===== src/tdr_pkg.sv =====
// package: register map, command set fields and codes for the draw_command_code register bank
package tdr_pkg;

  // =========================================================================
  // register byte offsets
  localparam logic [15:0] OFS_LINE_CMD   = 16'hB100;
  localparam logic [15:0] OFS_LINE_GB_DL = 16'hB144;
  localparam logic [15:0] OFS_LINE_AR_DL = 16'hB148;
  localparam logic [15:0] OFS_LINE_GB_ST = 16'hB14C;
  localparam logic [15:0] OFS_LINE_AR_ST = 16'hB150;
  localparam logic [15:0] OFS_LINE_YCNT  = 16'hB17C;
  localparam logic [15:0] OFS_COLOR_LIMB = 16'hB4FC;
  localparam logic [15:0] OFS_TRI_CMD    = 16'hB500;
  localparam logic [15:0] OFS_TRI_FINALY = 16'hB57C;
  localparam logic [15:0] OFS_STATUS     = 16'hB580;

  // =========================================================================
  // reset values (power-on contents undefined, zero chosen, command code F for nop)
  localparam logic [31:0] RST_WORD       = 32'h0000_0000;
  localparam logic [3:0]  RST_CMD_CODE   = 4'hF;

  // =========================================================================
  // field widths
  localparam int unsigned CLIMB_W = 24;
  localparam int unsigned YCNT_W  = 11;

  // =========================================================================
  // command codes
  localparam logic [3:0] CMD_GOURAUD   = 4'h0;
  localparam logic [3:0] CMD_LIT_TEX   = 4'h1;
  localparam logic [3:0] CMD_UNLIT_TEX = 4'h2;
  localparam logic [3:0] CMD_LIT_PERSP = 4'h5;
  localparam logic [3:0] CMD_UNLIT_PSP = 4'h6;
  localparam logic [3:0] CMD_LINE      = 4'h8;
  localparam logic [3:0] CMD_NOP       = 4'hF;

  // =========================================================================
  // field codes
  localparam logic [2:0] FMT_PAL8      = 3'h0;
  localparam logic [2:0] FMT_RGB1555   = 3'h1;
  localparam logic [2:0] FMT_RGB888    = 3'h2;
  localparam logic [2:0] TEX_B4_LO     = 3'h4;
  localparam logic [2:0] TEX_B4_HI     = 3'h5;
  localparam logic [2:0] TEX_PAL8      = 3'h6;
  localparam logic [2:0] TEX_VIDEO     = 3'h7;
  localparam logic [3:0] MIP_MAX       = 4'h9;
  localparam logic [2:0] FLT_VIDEO     = 3'h5;
  localparam logic [2:0] FLT_RSVD      = 3'h7;
  localparam logic [1:0] TB_RSVD       = 2'h3;
  localparam logic [1:0] ZM_RSVD       = 2'h3;
  localparam logic [1:0] AB_TEX        = 2'h2;
  localparam logic [1:0] AB_SRC        = 2'h3;

  // =========================================================================
  // command set word layout, msb first
  typedef struct packed {
    logic       dimension_indicator;
    logic [3:0] draw_command_code;
    logic       texture_wrap_on;
    logic [1:0] depth_buffering_select;
    logic       depth_write_enable;
    logic [2:0] depth_test_select;
    logic [1:0] alpha_blend_ctl;
    logic       fog_on;
    logic [1:0] texture_blend_select;
    logic [2:0] texel_filter_select;
    logic [3:0] mip_size_log2;
    logic [2:0] texel_pixel_format;
    logic [2:0] target_pixel_format;
    logic       hw_clip_enable;
    logic       auto_execute;
  } tdr_cmd_s;

  // two s8.7 values in one word
  typedef struct packed {
    logic [15:0] hi;
    logic [15:0] lo;
  } tdr_pair_s;

  // interpolation end colour
  typedef struct packed {
    logic [7:0] red;
    logic [7:0] hi_green;
    logic [7:0] lo_blue;
  } tdr_climb_s;

  // decoded controls towards the render datapath
  typedef struct packed {
    logic       clip_active;
    logic       fog_active;
    logic       alpha_blend_on;
    logic       alpha_from_src;
    logic       depth_write;
    logic [2:0] depth_test;
    logic [1:0] depth_mode;
    logic       wrap_on;
    logic       four_bit_blend_texel;
    logic       video_two_tap_filter;
    logic       bilinear_filter;
    logic       nearest_mip_filter;
    logic [9:0] mip_side;
  } tdr_ctl_s;

endpackage


===== src/tdr_regs.sv =====
// module: draw_command_code set, line colour and colour-limit register bank with launch logic
//
// Function
// - autoexecute 0 launches on command write; 1 launches on last set register write.
// - autoexecute line launches on scan-line count write, triangle on final y write.
// - clip limits apply only while the hardware clip bit is set.
// - destination format 000 palettized, 001 1555, 010 888; others reserved.
// - texel format codes 8888,4444,1555,a4b4,b4 low,b4 high,palettized,111 video.
// - mipmap size field holds log2 of side; values above 9 disallowed.
// - filter codes as listed; 101 only with video texels; 111 reserved.
// - texture blend 00 reflection, 01 modulate, 10 decal, 11 reserved.
// - fog enable bit; no fog for gouraud or source alpha blending.
// - alpha blend 00/01 off, 10 texture alpha, 11 source alpha.
// - depth compare codes never through always, in listed order.
// - depth write only when enabled and compare passes.
// - depth mode 00 normal, 01 z pass, 10 draw pass, 11 reserved.
// - texture wrap enable bit; border colour used when clear.
// - command codes gouraud, lit, unlit, perspective variants, line, nop.
// - top bit shows 3d while a draw_command_code runs, else 0.
// - delta registers pack two signed s8.7 increments per word.
// - colour limit gives blend end colour: bytes low/blue, high/green, red.
`timescale 1ns/1ps

module tdr_regs (
  // clock and reset
  input  wire logic                    ref_clk_i,
  input  wire logic                    resetn_i,
  // register port
  input  wire logic [15:0]             addr_i,
  input  wire logic [31:0]             wdata_i,
  input  wire logic                    wr_i,
  input  wire logic                    rd_i,
  output logic      [31:0]             rdata_o,
  // render engine handshake
  input  wire logic                    engine_done_i,
  output logic                         launch_o,
  output logic      [3:0]              launch_cmd_o,
  output logic                         busy_3d_o,
  // decoded controls and attributes
  output tdr_pkg::tdr_ctl_s            ctl_o,
  output tdr_pkg::tdr_cmd_s            cmd_o,
  output tdr_pkg::tdr_pair_s           gb_delta_o,
  output tdr_pkg::tdr_pair_s           ar_delta_o,
  output tdr_pkg::tdr_pair_s           gb_start_o,
  output tdr_pkg::tdr_pair_s           ar_start_o,
  output tdr_pkg::tdr_climb_s          color_limit_o,
  output logic      [10:0]             ycnt_o,
  // depth pipeline
  input  wire logic                    zpass_i,
  output logic                         zwrite_o,
  // software misuse flag
  output logic                         cfg_illegal_o
);

  // ==========================================================================
  // storage
  tdr_pkg::tdr_cmd_s   cmd_r;
  tdr_pkg::tdr_pair_s  gbd_r, ard_r, gbs_r, ars_r;
  tdr_pkg::tdr_climb_s climb_r;
  logic [10:0]         ycnt_r;
  logic                busy_r;
  logic                wr_cmd, wr_ycnt, wr_fy, go;
  logic [3:0]          cmd_code;
  logic                illegal_nxt;

  assign wr_cmd  = wr_i && (addr_i == tdr_pkg::OFS_LINE_CMD || addr_i == tdr_pkg::OFS_TRI_CMD);
  assign wr_ycnt = wr_i && addr_i == tdr_pkg::OFS_LINE_YCNT;
  assign wr_fy   = wr_i && addr_i == tdr_pkg::OFS_TRI_FINALY;

  // ==========================================================================
  // command set register; top bit is status, not stored from software
  always_ff @(posedge ref_clk_i) begin
    if (!resetn_i) begin
      cmd_r <= tdr_pkg::tdr_cmd_s'(tdr_pkg::RST_WORD);
      cmd_r.draw_command_code <= tdr_pkg::RST_CMD_CODE;
    end else if (wr_cmd) begin
      cmd_r <= tdr_pkg::tdr_cmd_s'(wdata_i);
      cmd_r.dimension_indicator <= 1'b0;
    end
  end

  // ==========================================================================
  // line colour attribute and colour limit registers
  always_ff @(posedge ref_clk_i) begin
    if (!resetn_i) begin
      gbd_r   <= tdr_pkg::RST_WORD;
      ard_r   <= tdr_pkg::RST_WORD;
      gbs_r   <= tdr_pkg::RST_WORD;
      ars_r   <= tdr_pkg::RST_WORD;
      climb_r <= tdr_pkg::RST_WORD[tdr_pkg::CLIMB_W-1:0];
      ycnt_r  <= tdr_pkg::RST_WORD[tdr_pkg::YCNT_W-1:0];
    end else if (wr_i) begin
      case (addr_i)
        tdr_pkg::OFS_LINE_GB_DL: gbd_r <= wdata_i;
        tdr_pkg::OFS_LINE_AR_DL: ard_r <= wdata_i;
        tdr_pkg::OFS_LINE_GB_ST: gbs_r <= wdata_i;
        tdr_pkg::OFS_LINE_AR_ST: ars_r <= wdata_i;
        tdr_pkg::OFS_COLOR_LIMB: climb_r <= wdata_i[tdr_pkg::CLIMB_W-1:0];
        tdr_pkg::OFS_LINE_YCNT:  ycnt_r <= wdata_i[tdr_pkg::YCNT_W-1:0];
        default: ;
      endcase
    end
  end

  // ==========================================================================
  // launch decision; the command code comes from the word being written
  // so a direct-mode launch uses the new command without an extra cycle
  always_comb begin
    cmd_code = cmd_r.draw_command_code;
    go       = 1'b0;
    if (wr_cmd) begin
      cmd_code = wdata_i[30:27];
      go = !wdata_i[0] && wdata_i[30:27] != tdr_pkg::CMD_NOP;
    end else if (cmd_r.auto_execute && cmd_r.draw_command_code != tdr_pkg::CMD_NOP) begin
      // only the drawing set that matches the command launches it
      if (cmd_r.draw_command_code == tdr_pkg::CMD_LINE) begin
        go = wr_ycnt;
      end else begin
        go = wr_fy;
      end
    end
  end

  always_ff @(posedge ref_clk_i) begin
    if (!resetn_i) begin
      launch_o     <= 1'b0;
      launch_cmd_o <= tdr_pkg::RST_CMD_CODE;
    end else begin
      launch_o     <= go;
      launch_cmd_o <= cmd_code;
    end
  end

  // a new launch wins over a done in the same cycle
  always_ff @(posedge ref_clk_i) begin
    if (!resetn_i) begin
      busy_r <= 1'b0;
    end else if (go) begin
      busy_r <= 1'b1;
    end else if (engine_done_i) begin
      busy_r <= 1'b0;
    end
  end
  assign busy_3d_o = busy_r;

  // ==========================================================================
  // decoded controls, registered
  always_ff @(posedge ref_clk_i) begin
    if (!resetn_i) begin
      ctl_o <= '0;
    end else begin
      ctl_o.clip_active    <= cmd_r.hw_clip_enable;
      // fog suppressed where unsupported rather than trusting software
      ctl_o.fog_active     <= cmd_r.fog_on && cmd_r.draw_command_code != tdr_pkg::CMD_GOURAUD
                              && cmd_r.alpha_blend_ctl != tdr_pkg::AB_SRC;
      ctl_o.alpha_blend_on <= cmd_r.alpha_blend_ctl[1];
      ctl_o.alpha_from_src <= cmd_r.alpha_blend_ctl == tdr_pkg::AB_SRC;
      ctl_o.depth_write    <= cmd_r.depth_write_enable;
      ctl_o.depth_test     <= cmd_r.depth_test_select;
      ctl_o.depth_mode     <= cmd_r.depth_buffering_select;
      ctl_o.wrap_on        <= cmd_r.texture_wrap_on;
      ctl_o.four_bit_blend_texel <= cmd_r.texel_pixel_format == tdr_pkg::TEX_B4_LO
                                 || cmd_r.texel_pixel_format == tdr_pkg::TEX_B4_HI;
      ctl_o.video_two_tap_filter <= cmd_r.texel_filter_select == tdr_pkg::FLT_VIDEO
                                 && cmd_r.texel_pixel_format == tdr_pkg::TEX_VIDEO;
      ctl_o.bilinear_filter      <= cmd_r.texel_filter_select == 3'h6;
      ctl_o.nearest_mip_filter   <= cmd_r.texel_filter_select == 3'h0;
      // size clamps at the largest legal side
      ctl_o.mip_side <= (cmd_r.mip_size_log2 > tdr_pkg::MIP_MAX) ? 10'h200
                        : 10'(10'h001 << cmd_r.mip_size_log2);
    end
  end

  // depth write gate; depth mode 11 reserved, treated as no write
  always_ff @(posedge ref_clk_i) begin
    if (!resetn_i) begin
      zwrite_o <= 1'b0;
    end else begin
      zwrite_o <= cmd_r.depth_write_enable && zpass_i
                  && cmd_r.depth_buffering_select != tdr_pkg::ZM_RSVD;
    end
  end

  // reserved or forbidden combinations flagged for software debug
  always_comb begin
    illegal_nxt = 1'b0;
    if (cmd_r.target_pixel_format > tdr_pkg::FMT_RGB888) illegal_nxt = 1'b1;
    if (cmd_r.mip_size_log2 > tdr_pkg::MIP_MAX) illegal_nxt = 1'b1;
    if (cmd_r.texel_filter_select == tdr_pkg::FLT_RSVD) illegal_nxt = 1'b1;
    if (cmd_r.texel_filter_select == tdr_pkg::FLT_VIDEO
        && cmd_r.texel_pixel_format != tdr_pkg::TEX_VIDEO) illegal_nxt = 1'b1;
    if (cmd_r.texel_pixel_format == tdr_pkg::TEX_PAL8
        && ((cmd_r.texel_filter_select != 3'h0 && cmd_r.texel_filter_select != 3'h4)
            || cmd_r.texture_blend_select != 2'h2)) illegal_nxt = 1'b1;
    if (cmd_r.texture_blend_select == tdr_pkg::TB_RSVD) illegal_nxt = 1'b1;
    if (cmd_r.depth_buffering_select == tdr_pkg::ZM_RSVD) illegal_nxt = 1'b1;
    if (cmd_r.fog_on && (cmd_r.draw_command_code == tdr_pkg::CMD_GOURAUD
        || cmd_r.alpha_blend_ctl == tdr_pkg::AB_SRC)) illegal_nxt = 1'b1;
    if (gbs_r.lo[15] || gbs_r.hi[15] || ars_r.lo[15] || ars_r.hi[15]) illegal_nxt = 1'b1;
    // texel mode taken from the live command word, not the registered decode,
    // so this check lines up in time with the others
    if (cmd_r.target_pixel_format == tdr_pkg::FMT_PAL8
        && (cmd_r.texel_pixel_format == tdr_pkg::TEX_B4_LO
            || cmd_r.texel_pixel_format == tdr_pkg::TEX_B4_HI)
        && climb_r.lo_blue != climb_r.hi_green) illegal_nxt = 1'b1;
    case (cmd_r.draw_command_code)
      tdr_pkg::CMD_GOURAUD, tdr_pkg::CMD_LIT_TEX, tdr_pkg::CMD_UNLIT_TEX,
      tdr_pkg::CMD_LIT_PERSP, tdr_pkg::CMD_UNLIT_PSP, tdr_pkg::CMD_LINE,
      tdr_pkg::CMD_NOP: ;
      default: illegal_nxt = 1'b1;
    endcase
  end

  always_ff @(posedge ref_clk_i) begin
    if (!resetn_i) begin
      cfg_illegal_o <= 1'b0;
    end else begin
      cfg_illegal_o <= illegal_nxt;
    end
  end

  // ==========================================================================
  // attribute outputs, registered copies
  always_ff @(posedge ref_clk_i) begin
    if (!resetn_i) begin
      cmd_o         <= tdr_pkg::tdr_cmd_s'(tdr_pkg::RST_WORD);
      gb_delta_o    <= tdr_pkg::RST_WORD;
      ar_delta_o    <= tdr_pkg::RST_WORD;
      gb_start_o    <= tdr_pkg::RST_WORD;
      ar_start_o    <= tdr_pkg::RST_WORD;
      color_limit_o <= tdr_pkg::RST_WORD[tdr_pkg::CLIMB_W-1:0];
      ycnt_o        <= tdr_pkg::RST_WORD[tdr_pkg::YCNT_W-1:0];
    end else begin
      cmd_o         <= cmd_r;
      gb_delta_o    <= gbd_r;
      ar_delta_o    <= ard_r;
      gb_start_o    <= gbs_r;
      ar_start_o    <= ars_r;
      color_limit_o <= climb_r;
      ycnt_o        <= ycnt_r;
    end
  end

  // ==========================================================================
  // read port; unmapped reads return zero
  always_ff @(posedge ref_clk_i) begin
    if (!resetn_i) begin
      rdata_o <= tdr_pkg::RST_WORD;
    end else if (rd_i) begin
      case (addr_i)
        tdr_pkg::OFS_LINE_CMD,
        tdr_pkg::OFS_TRI_CMD:    rdata_o <= {busy_r, cmd_r[30:0]};
        tdr_pkg::OFS_LINE_GB_DL: rdata_o <= gbd_r;
        tdr_pkg::OFS_LINE_AR_DL: rdata_o <= ard_r;
        tdr_pkg::OFS_LINE_GB_ST: rdata_o <= gbs_r;
        tdr_pkg::OFS_LINE_AR_ST: rdata_o <= ars_r;
        tdr_pkg::OFS_COLOR_LIMB: rdata_o <= {8'h00, climb_r};
        tdr_pkg::OFS_LINE_YCNT:  rdata_o <= {21'h0, ycnt_r};
        tdr_pkg::OFS_STATUS:     rdata_o <= {30'h0, cfg_illegal_o, busy_r};
        default:                 rdata_o <= tdr_pkg::RST_WORD;
      endcase
    end else begin
      rdata_o <= tdr_pkg::RST_WORD;
    end
  end

  // ==========================================================================
  // checks
  property p_direct_launch;
    @(posedge ref_clk_i) disable iff (!resetn_i)
      (wr_cmd && !wdata_i[0] && wdata_i[30:27] != tdr_pkg::CMD_NOP) |=> launch_o;
  endproperty
  a_direct_launch: assert property (p_direct_launch) else $error("no launch on cmd write");

  property p_nop_quiet;
    @(posedge ref_clk_i) disable iff (!resetn_i)
      (wr_cmd && wdata_i[30:27] == tdr_pkg::CMD_NOP) |=> !launch_o;
  endproperty
  a_nop_quiet: assert property (p_nop_quiet) else $error("nop write launched");

  property p_auto_hold;
    @(posedge ref_clk_i) disable iff (!resetn_i)
      (wr_cmd && wdata_i[0]) |=> !launch_o;
  endproperty
  a_auto_hold: assert property (p_auto_hold) else $error("auto mode launched on cmd write");

  property p_line_auto;
    @(posedge ref_clk_i) disable iff (!resetn_i)
      (cmd_r.auto_execute && cmd_r.draw_command_code == tdr_pkg::CMD_LINE && wr_ycnt && !wr_cmd)
      |=> launch_o && launch_cmd_o == tdr_pkg::CMD_LINE;
  endproperty
  a_line_auto: assert property (p_line_auto) else $error("line autoexecute missed");

  property p_tri_auto;
    @(posedge ref_clk_i) disable iff (!resetn_i)
      (cmd_r.auto_execute && cmd_r.draw_command_code != tdr_pkg::CMD_LINE
       && cmd_r.draw_command_code != tdr_pkg::CMD_NOP && wr_fy && !wr_cmd) |=> launch_o;
  endproperty
  a_tri_auto: assert property (p_tri_auto) else $error("triangle autoexecute missed");

  property p_busy_set;
    @(posedge ref_clk_i) disable iff (!resetn_i)
      launch_o |-> busy_r;
  endproperty
  a_busy_set: assert property (p_busy_set) else $error("busy not set by launch");

  property p_zwrite;
    @(posedge ref_clk_i) disable iff (!resetn_i)
      zwrite_o |-> $past(zpass_i) && $past(cmd_r.depth_write_enable);
  endproperty
  a_zwrite: assert property (p_zwrite) else $error("depth written without pass");

  property p_clip;
    @(posedge ref_clk_i) disable iff (!resetn_i)
      ##1 ctl_o.clip_active == $past(cmd_r.hw_clip_enable);
  endproperty
  a_clip: assert property (p_clip) else $error("clip enable mismatch");

  property p_fog_off;
    @(posedge ref_clk_i) disable iff (!resetn_i)
      ctl_o.fog_active |-> $past(cmd_r.alpha_blend_ctl) != tdr_pkg::AB_SRC;
  endproperty
  a_fog_off: assert property (p_fog_off) else $error("fog with source alpha");

  property p_read_lat;
    @(posedge ref_clk_i) disable iff (!resetn_i)
      (rd_i && addr_i == tdr_pkg::OFS_LINE_GB_DL) |=> rdata_o == $past(gbd_r);
  endproperty
  a_read_lat: assert property (p_read_lat) else $error("delta readback wrong");

  property p_busy_clear;
    @(posedge ref_clk_i) disable iff (!resetn_i)
      (engine_done_i && !go) |=> !busy_r;
  endproperty
  a_busy_clear: assert property (p_busy_clear) else $error("busy not cleared by done");

  property p_dim_read;
    @(posedge ref_clk_i) disable iff (!resetn_i)
      (rd_i && addr_i == tdr_pkg::OFS_TRI_CMD) |=> rdata_o[31] == $past(busy_r);
  endproperty
  a_dim_read: assert property (p_dim_read) else $error("dimension bit wrong");

  property p_rsvd_blend;
    @(posedge ref_clk_i) disable iff (!resetn_i)
      (cmd_r.texture_blend_select == tdr_pkg::TB_RSVD) |=> cfg_illegal_o;
  endproperty
  a_rsvd_blend: assert property (p_rsvd_blend) else $error("reserved blend not flagged");

  property p_depth_mode;
    @(posedge ref_clk_i) disable iff (!resetn_i)
      ##1 ctl_o.depth_mode == $past(cmd_r.depth_buffering_select);
  endproperty
  a_depth_mode: assert property (p_depth_mode) else $error("depth mode mismatch");

  property p_video_tap;
    @(posedge ref_clk_i) disable iff (!resetn_i)
      ctl_o.video_two_tap_filter |-> $past(cmd_r.texel_pixel_format) == tdr_pkg::TEX_VIDEO;
  endproperty
  a_video_tap: assert property (p_video_tap) else $error("video tap on wrong texels");

  c_direct: cover property (@(posedge ref_clk_i) disable iff (!resetn_i) wr_cmd ##1 launch_o);
  c_line:   cover property (@(posedge ref_clk_i) disable iff (!resetn_i)
                            cmd_r.auto_execute && wr_ycnt ##1 launch_o);
  c_tri:    cover property (@(posedge ref_clk_i) disable iff (!resetn_i)
                            cmd_r.auto_execute && wr_fy ##1 launch_o);
  c_done:   cover property (@(posedge ref_clk_i) disable iff (!resetn_i)
                            busy_r ##1 engine_done_i ##1 !busy_r);

endmodule


===== config.mk =====
export PLATFORM = sky130hd
export DESIGN_NAME = tdr_regs
export DESIGN_NICKNAME = d
export VERILOG_FILES = /design/src/tdr_pkg.sv /design/src/tdr_regs.sv
export SDC_FILE = /design/constraint.sdc
export NUM_CORES = 1
export LEC_CHECK = 0
export BUFFER_PORTS_ARGS = -buffer_cell sky130_fd_sc_hd__buf_2
export CAP_MARGIN = 20
export CORE_MARGIN = 2
export CORE_UTILIZATION = 35
export CTS_CLUSTER_SIZE = 25
export DETAILED_ROUTE_END_ITERATION = 16
export PLACE_DENSITY = 0.65
export SKIP_CTS_REPAIR_TIMING = 1
export SYNTH_ARGS = -nofsm -noshare
export SYNTH_HDL_FRONTEND = slang
export SYNTH_SLANG_ARGS = --single-unit

===== constraint.sdc =====
create_clock -name ref_clk_i -period 2.6 [get_ports ref_clk_i]
set_input_delay 0.39 -clock ref_clk_i [delete_from_list [all_inputs] [get_ports ref_clk_i]]
set_output_delay 0.39 -clock ref_clk_i [all_outputs]
set_load 0.01 [all_outputs]

==> impl_metrics.yaml, run 1 <==
drt:
  post_drt_wl_per_cell_um: 20.4
  vias: 12800
  wl_um: 52000
  detail-route-antenna-nets: 0
  drc: 0
  drtIter0Drc: 1165
  drtPass1Iterations: 7
  routed_via_density: 5.02
synthesis:
  syn_area_um2: 16100
  synth.net_count: 1693
  ys_warn_count: 0
  synth-edff-count: 0
  synth_top_area_share_pct: 55.3
  ys_seq_area_share_pct: 55.3
  synth_area_leaders: "dfxtp_1 (55%), nand2_1 (7.7%), and2_1 (7.6%), a21oi_2 (4.9%), a21oi_1 (4.2%)"
  avgSynthCellArea_um2: 9.80
  synth_cell_types: 72
  synth_ff_type: "dfxtp_1"
  synth_top_area_cell: "dfxtp_1"
  synth_cells: 1639
  synth-seq-cells: 444
  async_reset_ff_share_pct: 0
setup_path:
  critPathKind: "in2reg"
  cp_slowest_cell: "or4bb_4"
  crit_chain: "buf_2, or4bb_4, nor4_4, buf_4, and3_1, a22oi_1, a21oi_1"
  start_kind: "primary input"
  worstSetupEndpointType: "register"
  critical_path_arrival_ns: 2.40
  path_max_fanout: 8
  max_stage_delay_ns: 0.62
  cp.required_ns: 3.08
timing:
  fin_skew_ns: 0.0184
  relSlewSlack_pct: 50.8
  drv_slew: 0
  tns_ns: 0
  setup_violations: 0
  tightest_slew_ns: 0.735
  period_needed_ns: 1.92
  setup_slack_ns: 0.681
  finalHoldViolations: 0
  rsz0062_at_grt: "false"
  finalCritPeriodShare_pct: 73.8
  fmax_ghz: 0.521
pwr:
  power.internal_mw: 11.3
  combPwrFrac_pct: 2.4
  p_sw_share_pct: 21.5
  power_switching_mw: 3.09
  vdd_drop_max_v: 0.000566
  leakagePower_nw: 7.91
  p_clk_share_pct: 50.2
  powerDensity_nw_per_um2: 726
  seq_power_share_pct: 47.4
global_route:
  antenna_found_initial: 1
  grt_pass1_wl_um: 76800
  grt_pass1_vias: 12400
  grt.total_usage_pct: 21.3
  grt.overflow.total: 0
  grt_max_degree: 152
finish:
  area_growth_pct: 23.1
  final_net_count: 1968
  utilization_pct: 43.6
  final_layout_size_suffix_gt1_share_pct: 32.9
  final_cell_mix: "dfxtp_1 (444), nand2_1 (329), buf_2 (311), and2_1 (194), a21oi_1 (136)"
  final_common_cell: "dfxtp_1"
  fillers: 4293
floorplan:
  io_pins: 314
  die_area_um2: 47600
  start_util_pct: 35.4
  core_um2: 45400
  rows: 78
  dieHeight_um: 218
  die_width_um: 218
place:
  gp_congestion: 0.912
  portBuffers: 312
  hpwl_um: 36700
  place_ws_ns: 0.115
hold_path:
  min_path_type: "in2reg"
clocking:
  clk_pin_slew_worst_paths_ns: 0.06
  tritoncts: "built"
  cts_sinks: 444
  cts_root_buf: "clkbuf_16"
  clockBufferDepth: 3
  cts_buffers: 47
  clk_latency_ns: 0.58
  htreeDepth: 2
job:
  maxCapViolations: 0
outcome:
  status: "completed"
[path summary, 6_finish.rpt]
kind	from	endpoint	slack [ns]	depth (start not counted)
min reg2reg	ars_r[0]	ars_r[0]	0.46	2
max	addr_i[9]	rdata_o[31]	0.68	7
max reg2reg	cmd_r[27]	launch_o	0.86	5
min	zpass_i	zwrite_o	0.05	3
[power groups by stage]
stage / clock [mW] / sequential [mW] / combinational, mW
2_1_floorplan: 0 / 6.96 / 0.155
3_3_place_gp: 0 / 6.96 / 0.328
3_5_place_dp: 0 / 6.96 / 0.335
4_1_cts: 7.33 / 6.81 / 0.335
5_1_grt: 7.61 / 6.80 / 0.361
6_report: 7.21 / 6.81 / 0.339
[per-layer routing]
| layer | vias to the layer above | GRT usage (%) | part of all wire [%] |
|---|---|---|---|
| li1 | 6053 | - | - |
| met1 | 6133 | 28.9 | 44 |
| met5 | - | 0 | 0 |
| met3 | 91 | 4.82 | 8.0 |
| met2 | 533 | 33.0 | 45 |
| met4 | 0 | 7.46 | 3.0 |
[through the flow]
| stage | hold slack (ns) | instance area (um2) | std cells | power (mW) |
|---|---|---|---|---|
| 2_1_floorplan | 0.430 | 16100 | 1639 | 7.12 |
| 3_3_place_gp | 0.444 | 18100 | 2465 | 7.29 |
| 3_5_place_dp | 0.455 | 18100 | 2465 | 7.29 |
| 4_1_cts | 0.0171 | 19800 | 2552 | 14.5 |
| 5_1_grt | 0.0231 | 19800 | 2553 | 14.8 |
| 6_report | 0.0458 | 19800 | 2553 | 14.4 |
[cells in the mapped netlist (7+ instances only)]
| cell | n |
|---|---|
| nor4_1 | 8 |
| xnor2_1 | 9 |
| mux2_2 | 24 |
| nand2_1 | 329 |
| a22o_1 | 11 |
| nor3_1 | 8 |
| clkbuf_8 | 9 |
| a32oi_1 | 24 |
| inv_1 | 7 |
| buf_6 | 15 |
| a22oi_1 | 19 |
| buf_4 | 15 |
| nand2_2 | 60 |
| and2_1 | 194 |
| buf_2 | 19 |
| clkbuf_1 | 69 |
| dfxtp_1 | 444 |
| a21oi_2 | 90 |
| a22o_2 | 9 |
| nor2_1 | 16 |
| a222oi_1 | 22 |
| nand3_1 | 18 |
| a21oi_1 | 136 |
[kinds of logic after synthesis]
kind of cell | share of synthesized area (%)
simple gates | 22.2
flops | 55.3
compound gates | 14.9
buf+inv | 5.33
mux | 1.74
xor+xnor | 0.491
other cells | 0.0233
[flip-flops by register name (all words and copies together), names as in the netlist, 32 cells and up]
name and cells:
ars_r 32, ar_start_o 32, gb_start_o 32, gb_delta_o 32, gbd_r 32, ard_r 32, rdata_o 32, gbs_r 32
ar_delta_o 32
[final cells by class]
cell class | count | area (um2) | area share (%)
diodes | 1 | 2.50 | 0.0127
clock buffers | 66 | 1370 | 6.93
flip-flops and latches | 444 | 8890 | 44.9
multi-input cells | 1054 | 6360 | 32.1
inverters | 8 | 35.0 | 0.177
repair buffers | 359 | 2080 | 10.5
clock inverters | 21 | 299 | 1.51
well taps | 600 | 751 | 3.80
[worst max-delay path, delay by kind of cell]
family | cells | cell delay [ns]
AOI/OAI and AO/OA | 2 | 0.40
and+or+nand+nor | 3 | 1.34
buffers and inverters | 2 | 0.27
Power figures use the tool's default switching activity.
==> inputs of run 2 (changes only) <==
--- a/config.mk
+++ b/config.mk
@@ -11,7 +11,7 @@
 export CORE_UTILIZATION = 35
 export CTS_CLUSTER_SIZE = 25
 export DETAILED_ROUTE_END_ITERATION = 16
-export PLACE_DENSITY = 0.65
+export PLACE_DENSITY = 0.67
 export SKIP_CTS_REPAIR_TIMING = 1
 export SYNTH_ARGS = -nofsm -noshare
 export SYNTH_HDL_FRONTEND = slang
==> constraint.sdc (replaced) <==
create_clock -name ref_clk_i -period 1.6 [get_ports ref_clk_i]
set_input_delay 0.24 -clock ref_clk_i [delete_from_list [all_inputs] [get_ports ref_clk_i]]
set_output_delay 0.24 -clock ref_clk_i [all_outputs]
set_load 0.01 [all_outputs]
==> impl_metrics.yaml, run 2 (synthesized netlist as in run 1, its figures left out) <==
outcome:
  status: "finished with violations"
  violations: "negative setup slack"
clocking:
  cts_buffers: 47
  clockBufferDepth: 3
  clk_pin_slew_worst_paths_ns: 0.07
  htreeDepth: 2
  cts_root_buf: "clkbuf_16"
  clk_latency_ns: 0.58
  cts_sinks: 444
  tritoncts: "built"
drt:
  drc: 0
  drtPass1Iterations: 5
  detail-route-antenna-nets: 0
  wl_um: 55000
  vias: 13300
  post_drt_wl_per_cell_um: 20.7
  drtIter0Drc: 1066
  routed_via_density: 5.01
pwr:
  power_mw: 23.5
  vdd_drop_max_v: 0.000813
  power.internal_mw: 18.4
  p_clk_share_pct: 50.0
  seq_power_share_pct: 47.0
  powerDensity_nw_per_um2: 1110
  power_switching_mw: 5.08
  leakagePower_nw: 8.57
  p_sw_share_pct: 21.6
  combPwrFrac_pct: 2.9
global_route:
  grt_pass1_vias: 12700
  grt.overflow.total: 0
  grt_pass1_wl_um: 77700
  grt.total_usage_pct: 21.5
  antenna_found_initial: 0
  grt_max_degree: 85
floorplan:
  die_width_um: 218
  io_pins: 314
  die_area_um2: 47600
  dieHeight_um: 218
  rows: 78
  core_um2: 45400
  start_util_pct: 35.4
finish:
  fillers: 4235
  utilization_pct: 46.9
  multi_input_comb_area_um2: 6580
  final_layout_size_suffix_gt1_share_pct: 36.1
  final_net_count: 2076
  regArea_um2: 8890
  area_growth_pct: 32.4
  fin_cells: 2660
  final_common_cell: "dfxtp_1"
  final_cell_mix: "dfxtp_1 (444), nand2_1 (327), buf_2 (307), and2_1 (191), a21oi_1 (133)"
setup_path:
  critPathKind: "in2reg"
  cp.required_ns: 2.06
  path_buf_inv: 2
  cp_top_family: "simple AND/OR/NAND/NOR gates"
  start_kind: "primary input"
  crit_chain: "buf_8, or4_4, nor4_4, or3b_4, clkbuf_16, nand2_4, a21oi_2"
  cp_slowest_cell: "or4_4"
  critical_path_arrival_ns: 2.10
  max_stage_delay_ns: 0.57
  worstSetupEndpointType: "register"
  path_max_fanout: 8
place:
  portBuffers: 312
  hpwl_um: 37700
  dp_cells: 2537
  gp_congestion: 0.868
timing:
  finalCritPeriodShare_pct: 102
  finalHoldViolations: 0
  fin_skew_ns: 0.0222
  fmax_ghz: 0.610
  hold_ws_ns: 0.00947
  drv_slew: 0
  tns_ns: -0.560
  setup_slack_ns: -0.0387
  tightest_slew_ns: 0.601
  rsz0062_at_grt: "true"
  relSlewSlack_pct: 59.9
  period_needed_ns: 1.64
  setup_violations: 31
hold_path:
  min_path_type: "in2reg"
job:
  maxCapViolations: 0
==> run 2: cell count changes in the layout (fill, tap and decap cells not counted), sizes merged <==
cell	change
buf	+74
clkinvlp	+2
dlygate4sd3	+29
bufinv	+2
clkinv	+4
clkbuf	-4
==> run 2: path summary, 6_finish.rpt <==
kind | from | slack [ns] | end | cells after the start
worst max-delay path | addr_i[4] | -0.04 | gbd_r[16] | 7
worst min-delay path | wdata_i[1] | 0.009 | ars_r[1] | 3
worst max register to register | cmd_r[29] | 0.11 | launch_o | 5
worst min register to register | gbs_r[13] | 0.46 | gbs_r[13] | 2
==> run 2: cell type report <==
class	instances	area share (%)
Sequential cell	444	41.8
Multi-Input combinational cell	1054	30.9
Timing Repair Buffer	467	15.6
Clock buffer	57	5.94
Tap cell	600	3.53
Clock inverter	29	2.02
Inverter	8	0.165
Antenna cell	1	0.0118
==> run 2: power groups by stage <==
stage	clock network (mW)	registers [mW]	logic, mW
after floorplan	0	11.3	0.253
after global placement	0	11.3	0.599
after detailed placement	0	11.3	0.606
after CTS	12.0	11.1	0.608
after global routing	12.5	11.1	0.725
final	11.8	11.1	0.686
==> run 2: metrics by stage <==
| step | setup slack, ns | cell area, um2 |
|---|---|---|
| global placement | -0.663 | 18900 |
| floorplan | -0.366 | 16100 |
| detailed placement | -0.674 | 18900 |
| finish | -0.0387 | 21300 |
| CTS | -0.0679 | 20600 |
| global route | -0.0487 | 21300 |
==> run 2: worst register-to-register path, stage by stage, from the launching register on <==
cell,delay (ns)
dfxtp_1,0.36
and3_1,0.22
a21o_1,0.16
a2111oi_2,0.36
a22o_1,0.21
and2_1,0.12
==> run 2: layer usage <==
metal	up-vias	global-route usage [%]	part of all wire (%)
li1	6291	-	-
met1	6373	28.2	43
met2	577	35.2	47
met3	92	4.05	7.0
met4	0	8.21	3.1
met5	-	0	0
==> inputs of run 3 (changes only) <==
--- a/config.mk
+++ b/config.mk
@@ -7,11 +7,14 @@
 export LEC_CHECK = 0
 export BUFFER_PORTS_ARGS = -buffer_cell sky130_fd_sc_hd__buf_2
 export CAP_MARGIN = 20
+export CELL_PAD_IN_SITES_DETAIL_PLACEMENT = 2
+export CELL_PAD_IN_SITES_GLOBAL_PLACEMENT = 2
 export CORE_MARGIN = 2
-export CORE_UTILIZATION = 35
+export CORE_UTILIZATION = 31
+export CTS_CLUSTER_DIAMETER = 50
 export CTS_CLUSTER_SIZE = 25
 export DETAILED_ROUTE_END_ITERATION = 16
-export PLACE_DENSITY = 0.67
+export PLACE_DENSITY = 0.86
 export SKIP_CTS_REPAIR_TIMING = 1
 export SYNTH_ARGS = -nofsm -noshare
 export SYNTH_HDL_FRONTEND = slang
==> impl_metrics.yaml, run 3 (synthesized netlist as in run 1, its figures left out) <==
global_route:
  grt_max_degree: 67
  grt_pass1_vias: 15300
  antenna_found_initial: 2
  grt.total_usage_pct: 24.6
  grt.overflow.total: 0
  grt_pass1_wl_um: 98900
setup_path:
  r2r_start: "cmd_r[29]"
  critical_path_arrival_ns: 2.27
  r2r_setup_slack_ns: 0.03
  cp_slowest_cell: "or4_4"
  critPathKind: "in2reg"
  path_max_fanout: 8
  cp_common_cell: "buf_4"
  start_kind: "primary input"
  worstSetupEndpointType: "register"
  cp.required_ns: 2.13
  timing.rr.end: "busy_3d_o"
  ff2ff_path_depth: 5
  max_stage_delay_ns: 0.58
  crit_chain: "buf_2, or4_4, buf_4, buf_4, nor4_2, buf_4, a22oi_2, a21oi_2"
finish:
  final_common_cell: "dfxtp_1"
  final_layout_size_suffix_gt1_share_pct: 40.6
  utilization_pct: 42.3
  final_net_count: 2089
  area_growth_pct: 35.2
  final_cell_mix: "dfxtp_1 (441), buf_2 (308), nand2_1 (297), and2_1 (191), a21oi_2 (123)"
clocking:
  htreeDepth: 2
  cts_sinks: 444
  clk_latency_ns: 0.62
  cts_buffers: 46
  tritoncts: "built"
  cts_root_buf: "clkbuf_16"
  clk_pin_slew_worst_paths_ns: 0.08
  clockBufferDepth: 3
timing:
  relSlewSlack_pct: 57.9
  hold_ws_ns: -0.000573
  fin_skew_ns: 0.0360
  drv_slew: 0
  setup_violations: 107
  fmax_ghz: 0.575
  finalHoldViolations: 1
  finalCritPeriodShare_pct: 109
  rsz0062_at_grt: "true"
  tightest_slew_ns: 0.629
  period_needed_ns: 1.74
  setup_slack_ns: -0.140
drt:
  vias: 14100
  detail-route-antenna-nets: 0
  drc: 0
  post_drt_wl_per_cell_um: 26.0
  routed_via_density: 5.13
  drtPass1Iterations: 5
  drtIter0Drc: 998
  wl_um: 71500
floorplan:
  die_area_um2: 53700
  io_pins: 314
  core_um2: 51300
  start_util_pct: 31.3
  die_width_um: 232
  rows: 83
  dieHeight_um: 232
outcome:
  violations: "negative hold slack, negative setup slack"
  status: "finished with violations"
place:
  gp_congestion: 0.888
  place_ws_ns: -1.03
  portBuffers: 312
  hpwl_um: 47700
hold_path:
  min_path_type: "in2reg"
  hold_depth: 3
  hold_end: "ars_r[1]"
  min-delay-start: "wdata_i[1]"
pwr:
  powerDensity_nw_per_um2: 1080
  leakagePower_nw: 8.87
  power_mw: 23.5
  vdd_drop_max_v: 0.000780
job:
  maxCapViolations: 0
run 3: cell types whose count changed in the layout (fill, tap and decap cells not counted), sizes merged:
cell,before,now
clkinv,14,10
inv,10,27
dlygate4sd3,29,24
bufinv,9,3
clkbuf,62,54
buf,433,453
run 3: metal layers:
layer | global-route usage [%] | part of all wire, %
met2 | 42.7 | 50
met1 | 29.4 | 40
met4 | 12.0 | 5.1
met5 | 0 | 0.018
met3 | 3.96 | 5.4
run 3: worst max-delay path by stage:
stage,end,slack [ns],depth (start not counted),from
finish,rdata_o[30],-0.14,8,addr_i[0]
global placement,gbs_r[0],-0.94,9,addr_i[9]
global route,cmd_r[6],-0.18,9,addr_i[11]
CTS,gbs_r[21],-0.39,9,addr_i[9]
detailed placement,gbs_r[21],-1.03,9,addr_i[9]
floorplan,ard_r[10],-0.37,7,addr_i[9]
run 3: critical path: cells and delay by family:
kind | cells | cell delay (ns)
buffers and inverters | 4 | 0.78
AO/OA/AOI/OAI | 2 | 0.29
AND/OR/NAND/NOR | 2 | 0.96
run 3: per-stage QoR:
stage	cells	setup TNS [ns]	cell area [um2]	hold WS, ns
after floorplan	1639	-58.55	16100	0.356
after global placement	2633	-151.63	19000	0.443
after detailed placement	2633	-160.71	19000	0.467
after CTS	2719	-25.65	20700	-0.140
after global routing	2754	-10.07	21700	0.00742
final	2754	-5.05	21700	-0.000573
run 3: power breakdown:
group / total [mW] / internal, mW / switching [mW]
combinational: 0.754 / 0.241 / 0.513
sequential: 11.1 / 11.0 / 0.00413
clock: 11.7 / 6.21 / 5.50
total: 23.5 / 17.5 / 6.01
run 3: cell type report:
cell class | count | area (um2)
well taps | 680 | 851
multi-input cells | 1054 | 6910
diodes | 1 | 2.50
repair buffers | 481 | 3370
fillers | 5381 | 29600
clock buffers | 50 | 1180
inverters | 8 | 35.0
clock inverters | 36 | 474
flip-flops and latches | 444 | 8890
